[src/rtl/ldo_chg_pkg.sv]
package ldo_chg_pkg;

  localparam int ADDR_W = 10;
  localparam int VSEL_W = 6;
  localparam int DLY_W = 3;
  localparam int SEL_W = 2;
  localparam int NUM_CH = 2;
  localparam int NUM_RAW = 9;

  // Register indices; byte address is four times the index
  localparam logic [7:0] IDX_LDO_C_CTRL = 8'h61;
  localparam logic [7:0] IDX_LDO_D_VSEL = 8'h64;
  localparam logic [7:0] IDX_LDO_D_CTRL = 8'h65;
  localparam logic [7:0] IDX_CHG_RSVD = 8'h70;
  localparam logic [7:0] IDX_CHG_CFG = 8'h71;
  localparam logic [7:0] IDX_CHG_STAT = 8'h78;
  localparam logic [7:0] IDX_CHG_IRQ_EN = 8'h79;

  localparam logic [ADDR_W-1:0] ADDR_LDO_C_CTRL = {IDX_LDO_C_CTRL, 2'b00};
  localparam logic [ADDR_W-1:0] ADDR_LDO_D_VSEL = {IDX_LDO_D_VSEL, 2'b00};
  localparam logic [ADDR_W-1:0] ADDR_LDO_D_CTRL = {IDX_LDO_D_CTRL, 2'b00};
  localparam logic [ADDR_W-1:0] ADDR_CHG_RSVD = {IDX_CHG_RSVD, 2'b00};
  localparam logic [ADDR_W-1:0] ADDR_CHG_CFG = {IDX_CHG_CFG, 2'b00};
  localparam logic [ADDR_W-1:0] ADDR_CHG_STAT = {IDX_CHG_STAT, 2'b00};
  localparam logic [ADDR_W-1:0] ADDR_CHG_IRQ_EN = {IDX_CHG_IRQ_EN, 2'b00};

  // Regulator control fields
  localparam int B_ON = 7;
  localparam int B_DIS = 6;
  localparam int B_LOW_QUIESCENT_MODE = 5;
  localparam int B_DLY_LSB = 2;
  localparam int B_FLT_EN = 1;
  localparam int B_OK = 0;

  // Charger configuration fields
  localparam int B_SUSPEND = 7;
  localparam int B_TOT_LSB = 4;
  localparam int B_PRE_LSB = 2;
  localparam int B_OVP_LSB = 0;

  // Charger status: four arm/status bits on top, live levels below
  localparam int B_ARM_LSB = 4;
  localparam int ST_TIMER = 3;
  localparam int ST_TEMP = 2;
  localparam int ST_INPUT = 1;
  localparam int ST_CHARGE = 0;

  // Charger interrupt enable fields
  localparam int E_TOT = 7;
  localparam int E_TEMP_IN = 6;
  localparam int E_IN_CON = 5;
  localparam int E_EOC_IN = 4;
  localparam int E_PRE = 3;
  localparam int E_TEMP_OUT = 2;
  localparam int E_IN_DIS = 1;
  localparam int E_EOC_OUT = 0;

  // Positions of the analog status inputs in the synchroniser vector
  localparam int R_PRE_TO = 0;
  localparam int R_TOT_TO = 1;
  localparam int R_TEMP_OK = 2;
  localparam int R_IN_OK = 3;
  localparam int R_EOC = 4;
  localparam int R_PG_LSB = 5;
  localparam int R_FLT_LSB = 7;

  // Values after reset
  localparam logic [6:0] RST_LDO_CTRL = 7'h00;
  localparam logic [VSEL_W-1:0] RST_VSEL = 6'h00;
  localparam logic [7:0] RST_CHG_RSVD = 8'h00;
  localparam logic [7:0] RST_CHG_CFG = 8'h00;
  localparam logic [7:0] RST_CHG_IRQ_EN = 8'h00;
  localparam logic [3:0] RST_ARM = 4'h0;

endpackage : ldo_chg_pkg

[src/rtl/ldo_chg_ctrl_regs.sv]
// Local design decision: the APB register port.
`timescale 1ns/1ns
module ldo_chg_ctrl_regs
  import ldo_chg_pkg::*;
(
  input wire logic sys_clk,
  input wire logic rst_b,
  input wire logic psel,
  input wire logic penable,
  input wire logic pwrite,
  input wire logic [ADDR_W-1:0] paddr,
  input wire logic [31:0] pwdata,
  input wire logic [3:0] pstrb,
  output logic [31:0] prdata,
  output logic pready,
  output logic pslverr,
  input wire logic [NUM_CH-1:0] power_good_raw,
  input wire logic [NUM_CH-1:0] fault_raw,
  input wire logic precharge_timeout_raw,
  input wire logic total_timeout_raw,
  input wire logic battery_temp_ok_raw,
  input wire logic charger_input_supply_ok_raw,
  input wire logic end_of_charge_raw,
  output logic [NUM_CH-1:0] ldo_enable,
  output logic [NUM_CH-1:0] output_discharge_active,
  output logic [NUM_CH-1:0] low_quiescent_mode,
  output logic [NUM_CH-1:0][DLY_W-1:0] turn_on_delay_select,
  output logic [VSEL_W-1:0] output_voltage_select,
  output logic charge_suspend,
  output logic [SEL_W-1:0] total_timeout_select,
  output logic [SEL_W-1:0] precondition_timeout_select,
  output logic [SEL_W-1:0] input_overvoltage_select,
  output logic host_irq_b
);

  // Channel 0 is the register at 0x61, channel 1 the one at 0x65
  typedef struct packed {
    logic [NUM_CH-1:0][6:0] ctrl;
    logic [VSEL_W-1:0] vsel;
    logic [7:0] rsvd_cfg;
    logic [7:0] chg_cfg;
    logic [7:0] irq_en;
    logic [3:0] arm;
    logic [3:0] pend;
    logic [NUM_CH-1:0] dsch;
    logic [31:0] rdata;
    logic slverr;
    logic irq_b;
  } state_t;

  state_t s_q;
  state_t s_d;

  logic [NUM_RAW-1:0] raw;
  logic [NUM_RAW-1:0] lvl;
  logic [NUM_RAW-1:0] rise;
  logic [NUM_RAW-1:0] fall;

  // Pins from the analog core cross into this clock first
  assign raw = {fault_raw, power_good_raw, end_of_charge_raw,
                charger_input_supply_ok_raw, battery_temp_ok_raw,
                total_timeout_raw, precharge_timeout_raw};

  status_sync #(
    .W(NUM_RAW)
  ) u_sync (
    .sys_clk(sys_clk),
    .rst_b(rst_b),
    .async_in(raw),
    .level(lvl),
    .rise(rise),
    .fall(fall)
  );

  logic in_ok;
  logic [NUM_CH-1:0] pg;
  logic [NUM_CH-1:0] flt;
  logic timer_expired;
  logic temp_ok;
  logic eoc;

  assign in_ok = lvl[R_IN_OK];
  assign pg = lvl[R_PG_LSB +: NUM_CH];
  assign flt = lvl[R_FLT_LSB +: NUM_CH];

  // Marked status is only trusted with the input supply in range
  assign timer_expired = in_ok & (lvl[R_PRE_TO] | lvl[R_TOT_TO]);
  assign temp_ok = in_ok & lvl[R_TEMP_OK];
  assign eoc = in_ok & lvl[R_EOC];

  logic setup;
  logic access;
  logic wr_ok;
  logic rd_done;

  assign setup = psel & ~penable;
  assign access = psel & penable;
  assign wr_ok = access & pwrite & ~s_q.slverr & pstrb[0];
  assign rd_done = access & ~pwrite & ~s_q.slverr;

  logic [7:0] rd_byte;
  logic miss;

  // Read data and the error answer are prepared in the setup cycle
  always_comb begin
    rd_byte = 8'h00;
    miss = 1'b0;
    case (paddr)
      ADDR_LDO_C_CTRL: begin
        rd_byte = {s_q.ctrl[0], pg[0]};
      end
      ADDR_LDO_D_VSEL: begin
        rd_byte = {2'b00, s_q.vsel};
      end
      ADDR_LDO_D_CTRL: begin
        rd_byte = {s_q.ctrl[1], pg[1]};
      end
      ADDR_CHG_RSVD: begin
        rd_byte = s_q.rsvd_cfg;
      end
      ADDR_CHG_CFG: begin
        rd_byte = s_q.chg_cfg;
      end
      ADDR_CHG_STAT: begin
        rd_byte = {s_q.pend, timer_expired, temp_ok, in_ok, eoc};
      end
      ADDR_CHG_IRQ_EN: begin
        rd_byte = s_q.irq_en;
      end
      default: begin
        miss = 1'b1;
      end
    endcase
  end

  logic [3:0] ev;
  logic [7:0] en;

  assign en = s_q.irq_en;

  // Events only count when their enable is set
  always_comb begin
    ev = 4'h0;
    ev[3] = in_ok & ((rise[R_PRE_TO] & en[E_PRE])
            | (rise[R_TOT_TO] & en[E_TOT]));
    ev[2] = in_ok & ((rise[R_TEMP_OK] & en[E_TEMP_IN])
            | (fall[R_TEMP_OK] & en[E_TEMP_OUT]));
    ev[1] = (rise[R_IN_OK] & en[E_IN_CON])
            | (fall[R_IN_OK] & en[E_IN_DIS]);
    ev[0] = in_ok & ((rise[R_EOC] & en[E_EOC_IN])
            | (fall[R_EOC] & en[E_EOC_OUT]));
  end

  logic [3:0] pend_kept;
  logic [NUM_CH-1:0] fault_irq;

  always_comb begin
    s_d = s_q;
    pend_kept = s_q.pend;
    fault_irq = flt & {s_q.ctrl[1][B_FLT_EN-1], s_q.ctrl[0][B_FLT_EN-1]};
    if (setup) begin
      s_d.rdata = {24'h000000, rd_byte};
      s_d.slverr = miss;
    end
    if (wr_ok) begin
      case (paddr)
        ADDR_LDO_C_CTRL: begin
          s_d.ctrl[0] = pwdata[7:1];
        end
        ADDR_LDO_D_VSEL: begin
          s_d.vsel = pwdata[VSEL_W-1:0];
        end
        ADDR_LDO_D_CTRL: begin
          s_d.ctrl[1] = pwdata[7:1];
        end
        ADDR_CHG_RSVD: begin
          s_d.rsvd_cfg = pwdata[7:0];
        end
        ADDR_CHG_CFG: begin
          s_d.chg_cfg = pwdata[7:0];
        end
        ADDR_CHG_STAT: begin
          s_d.arm = pwdata[7:B_ARM_LSB];
        end
        ADDR_CHG_IRQ_EN: begin
          s_d.irq_en = pwdata[7:0];
        end
        default: begin
          s_d.arm = s_q.arm;
        end
      endcase
    end
    // Reading the status clears only the pending bits it reported
    if (rd_done && paddr == ADDR_CHG_STAT) begin
      pend_kept = s_q.pend & ~s_q.rdata[7:B_ARM_LSB];
    end
    // Disarming drops a pending bit and blocks a new event; an armed new event still beats the read clear
    s_d.pend = (pend_kept & s_d.arm) | (ev & s_d.arm);
    for (int i = 0; i < NUM_CH; i++) begin
      s_d.dsch[i] = s_d.ctrl[i][B_DIS-1] & ~s_d.ctrl[i][B_ON-1];
    end
    s_d.irq_b = ~((|s_d.pend) | (|fault_irq));
  end

  always_ff @(posedge sys_clk or negedge rst_b) begin
    if (!rst_b) begin
      s_q.ctrl <= {NUM_CH{RST_LDO_CTRL}};
      s_q.vsel <= RST_VSEL;
      s_q.rsvd_cfg <= RST_CHG_RSVD;
      s_q.chg_cfg <= RST_CHG_CFG;
      s_q.irq_en <= RST_CHG_IRQ_EN;
      s_q.arm <= RST_ARM;
      s_q.pend <= 4'h0;
      s_q.dsch <= '0;
      s_q.rdata <= 32'h00000000;
      s_q.slverr <= 1'b0;
      s_q.irq_b <= 1'b1;
    end else begin
      s_q <= s_d;
    end
  end

  // Zero wait states: every access phase completes on its first edge
  assign pready = 1'b1;
  assign prdata = s_q.rdata;
  assign pslverr = s_q.slverr & access;

  genvar g;
  generate
    for (g = 0; g < NUM_CH; g++) begin : g_ch
      assign ldo_enable[g] = s_q.ctrl[g][B_ON-1];
      assign output_discharge_active[g] = s_q.dsch[g];
      assign low_quiescent_mode[g] = s_q.ctrl[g][B_LOW_QUIESCENT_MODE-1];
      assign turn_on_delay_select[g] = s_q.ctrl[g][B_DLY_LSB-1 +: DLY_W];
    end
  endgenerate

  assign output_voltage_select = s_q.vsel;
  assign charge_suspend = s_q.chg_cfg[B_SUSPEND];
  assign total_timeout_select = s_q.chg_cfg[B_TOT_LSB +: SEL_W];
  assign precondition_timeout_select = s_q.chg_cfg[B_PRE_LSB +: SEL_W];
  assign input_overvoltage_select = s_q.chg_cfg[B_OVP_LSB +: SEL_W];
  assign host_irq_b = s_q.irq_b;

endmodule : ldo_chg_ctrl_regs

[src/rtl/status_sync.sv]
`timescale 1ns/1ns
module status_sync #(
  parameter int W = 1
) (
  input wire logic sys_clk,
  input wire logic rst_b,
  input wire logic [W-1:0] async_in,
  output logic [W-1:0] level,
  output logic [W-1:0] rise,
  output logic [W-1:0] fall
);

  typedef struct packed {
    logic [W-1:0] s1;
    logic [W-1:0] s2;
    logic [W-1:0] prev;
  } sync_t;

  sync_t s_q;
  sync_t s_d;

  // First stage feeds only the second stage
  always_comb begin
    s_d = s_q;
    s_d.s1 = async_in;
    s_d.s2 = s_q.s1;
    s_d.prev = s_q.s2;
  end

  always_ff @(posedge sys_clk or negedge rst_b) begin
    if (!rst_b) begin
      s_q <= '0;
    end else begin
      s_q <= s_d;
    end
  end

  assign level = s_q.s2;
  assign rise = s_q.s2 & ~s_q.prev;
  assign fall = ~s_q.s2 & s_q.prev;

endmodule : status_sync
[config.mk]
export PLATFORM = sky130hd
export DESIGN_NAME = ldo_chg_ctrl_regs
export DESIGN_NICKNAME = d
export VERILOG_FILES = /design/src/rtl/ldo_chg_pkg.sv /design/src/rtl/ldo_chg_ctrl_regs.sv /design/src/rtl/status_sync.sv
export SDC_FILE = /design/constraint.sdc
export NUM_CORES = 1
export LEC_CHECK = 0
export BUFFER_PORTS_ARGS = -buffer_cell sky130_fd_sc_hd__buf_2
export CORE_ASPECT_RATIO = 1.2
export CORE_MARGIN = 2
export CORE_UTILIZATION = 45
export CTS_CLUSTER_SIZE = 16
export DETAILED_ROUTE_END_ITERATION = 10
export PLACE_DENSITY_LB_ADDON = 0.3
export SYNTH_ARGS = -nofsm -noshare
export SYNTH_HDL_FRONTEND = slang
export SYNTH_HIERARCHICAL = 1
export SYNTH_SLANG_ARGS = --single-unit
[constraint.sdc]
create_clock -name sys_clk -period 4.57 [get_ports sys_clk]
set_input_delay 0.2285 -clock sys_clk [delete_from_list [all_inputs] [get_ports sys_clk]]
set_output_delay 0.2285 -clock sys_clk [all_outputs]
set_load 0.02 [all_outputs]
==> metrics.txt <==
run status complete, no violations; final instance area 4523 um^2; number of ports placed on the die boundary 120; total placed instance area 4234 um^2; Worst Clk Skew 0.008207 ns; number of diodes 0; yosys synthesis warning count 6; sum of net half-perimeters after detailed placement 6215 um; cts bufs inserted 9; H-tree levels 3; largest net degree at the start of global routing 88; RSZ-0062 raised after global routing no; final worst slack 2.223 ns; Final Hold Fails 0; Static Leakage 2.260 nW; sinks on the clock net 87; initial drt markers 234; synthesized area 4203 um^2; element type at the critical path start flop; count of filler cells inserted in the layout 810; core area 9081 um^2; detailed-routing iteration count for the pre-antenna-repair pass 5; arrival time reported for the critical path endpoint 2.59 ns; number of maximum-capacitance violations 0; largest fanout on the critical path 10; DP Worst Slack 1.837 ns; register-to-register setup slack 2.22 ns; hold slack 0.04652 ns; global-route usage over all layers 18.62%; Root Buffer sky130_fd_sc_hd__clkbuf_8; maximum root-to-sink buffer count 2; starting density of the core 46.28%; synthesis-to-finish area growth 7.621%; met3 Track Usage GR 4.249%; Pins Over Slew Limit 0; post-synthesis area per instance 11.84 um^2; Max Freq 0.4261 GHz; IO Port Bufs 67; Worst slew margin 29.53%; final total negative setup slack 0 ns; final routed wire length divided by cell count 17.25 um; vias in the first global route 2615; global placement routability congestion 0.7977; min-delay worst type input pin to asynchronous set/reset pin; Net count, final 449; height of the chip 109.9 um; global-route wire length before repair 14160 um; nature of the critical path endpoint flop; Syn Inst Count 355; Worst-path clk slew 0.09 ns; die outline area 10130 um^2; global route hottest layer met2; share of post-route cells with drive strength above 1 36.55%; initial antenna violation count 0; ratio of final minimum period to clock period 51.35%; count of antenna-violating nets left after detailed routing 0; Vias/cell 5.228; total area of multi-input combinational cells 1541 um^2; met2 track demand over resource 28.10%; final wirelength 8869 um; worst setup path class flop to flop; GR Overflow Total 0; post-CTS setup-driven buffer insertion count 0; source-to-sink clock delay at the later pin of the worst-skew pair 0.36 ns; TritonCTS clock tree done; num rows 38; minimum period implied by the final worst setup slack 2.347 ns; VDD IR max 0.2224 mV; horizontal die dimension 92.22 um; transition time at the pin with the least slew margin 1.057 ns; setup violation total in the final timing report 0; power density relative to cell area 310.8 nW/um^2; met1 routing resource usage after global routing 25.53%; Seq. cell area 2178 um^2; post-detailed-route DRC marker count 0; via count 2687; required time of the worst setup path 4.82 ns
-- routing by layer --
metal | wire length, um | up-vias
met5 | 0 | -
met4 | 217 | 0
met3 | 536 | 15
met2 | 4143 | 111
met1 | 3971 | 1319
li1 | - | 1242
-- critical path, stage by stage (launching register included) --
cell and delay, ns:
sky130_fd_sc_hd__dfrtp_1 0.42, sky130_fd_sc_hd__nor2b_1 0.15, sky130_fd_sc_hd__nand4_1 0.31, sky130_fd_sc_hd__or4b_1 0.95
sky130_fd_sc_hd__mux2_4 0.41
-- worst paths after layout --
check	start	end	depth (start not counted)
worst min register to register	u_sync/s_d[11]$_DFF_PN0_	u_sync/level[2]$_DFF_PN0_	0
worst max register to register	s_q[1]$_DFFE_PN0P_	turn_on_delay_select[0]$_DFFE_PN0P_	4
worst max-delay path	s_q[1]$_DFFE_PN0P_	turn_on_delay_select[0]$_DFFE_PN0P_	4
max in group asynchronous	rst_b	turn_on_delay_select[0]$_DFFE_PN0P_	1
worst min-delay path	rst_b	turn_on_delay_select[5]$_DFFE_PN0P_	1
min in group sys_clk	pwdata[0]	output_voltage_select[0]$_DFFE_PN0P_	2
-- stage by stage --
step                      instances  utilization [%]  power, mW
after global placement          489            46.62     0.8794
final                           514            49.81      1.406
after CTS                       514            49.81      1.422
after detailed placement        489            46.62     0.8809
after global routing            514            49.81      1.460
after floorplan                 378                -     0.8585
-- timing repair --
action	CTS	global route
hold buffers	9	0
gates resized for setup	0	0
hold endpoints to repair	9	0
-- power breakdown --
part | internal (mW) | leakage, nW | switching (mW) | total, mW
logic | 0.0259 | 1.01 | 0.0598 | 0.0857
clock network | 0.266 | 0.0916 | 0.269 | 0.536
registers | 0.780 | 1.15 | 0.00493 | 0.784
-- placed cells by master, fill, tap and decap left out, types with 2 or more instances in the layout --
| cell | n |
|---|---|
| sky130_fd_sc_hd__a21oi_1 | 5 |
| sky130_fd_sc_hd__mux2_2 | 42 |
| sky130_fd_sc_hd__a221oi_1 | 3 |
| sky130_fd_sc_hd__nand2b_1 | 4 |
| sky130_fd_sc_hd__and3_1 | 5 |
| sky130_fd_sc_hd__dfrtp_1 | 86 |
| sky130_fd_sc_hd__nor2_1 | 7 |
| sky130_fd_sc_hd__and4bb_1 | 2 |
| sky130_fd_sc_hd__nand4_1 | 3 |
| sky130_fd_sc_hd__nand2_2 | 3 |
| sky130_fd_sc_hd__conb_1 | 25 |
| sky130_fd_sc_hd__a22oi_1 | 12 |
| sky130_fd_sc_hd__o21ai_0 | 17 |
| sky130_fd_sc_hd__nand3_1 | 7 |
| sky130_fd_sc_hd__o21a_1 | 2 |
| sky130_fd_sc_hd__a211oi_1 | 2 |
| sky130_fd_sc_hd__dlygate4sd3_1 | 9 |
| sky130_fd_sc_hd__nor2b_1 | 2 |
| sky130_fd_sc_hd__a222oi_1 | 7 |
| sky130_fd_sc_hd__inv_1 | 7 |
| sky130_fd_sc_hd__clkbuf_8 | 10 |
| sky130_fd_sc_hd__clkinvlp_4 | 3 |
| sky130_fd_sc_hd__a22o_1 | 4 |
| sky130_fd_sc_hd__and2b_2 | 8 |
| sky130_fd_sc_hd__nand2_1 | 23 |
| sky130_fd_sc_hd__buf_2 | 66 |
| sky130_fd_sc_hd__mux2_4 | 6 |
-- flip-flops by register name (all words and copies together) (netlist names) --
name                         flops
s_q                             22
u_sync/level                     9
u_sync/s_d                       9
en                               8
prdata                           8
output_voltage_select            6
turn_on_delay_select             6
u_sync/s_q                       5
input_overvoltage_select         2
ldo_enable                       2
low_quiescent_mode               2
output_discharge_active          2
precondition_timeout_select      2
total_timeout_select             2
charge_suspend                   1
host_irq_b                       1
-- layout make-up --
cell class	instances	share of cell area, %
clock buffer	11	3.126
clock inverter	5	1.272
inverter	7	0.5809
multi-input combinational	208	34.08
sequential	87	48.16
tap	120	3.320
timing repair buffer	76	9.461
Note: power is estimated with default switching activity, not from simulation.
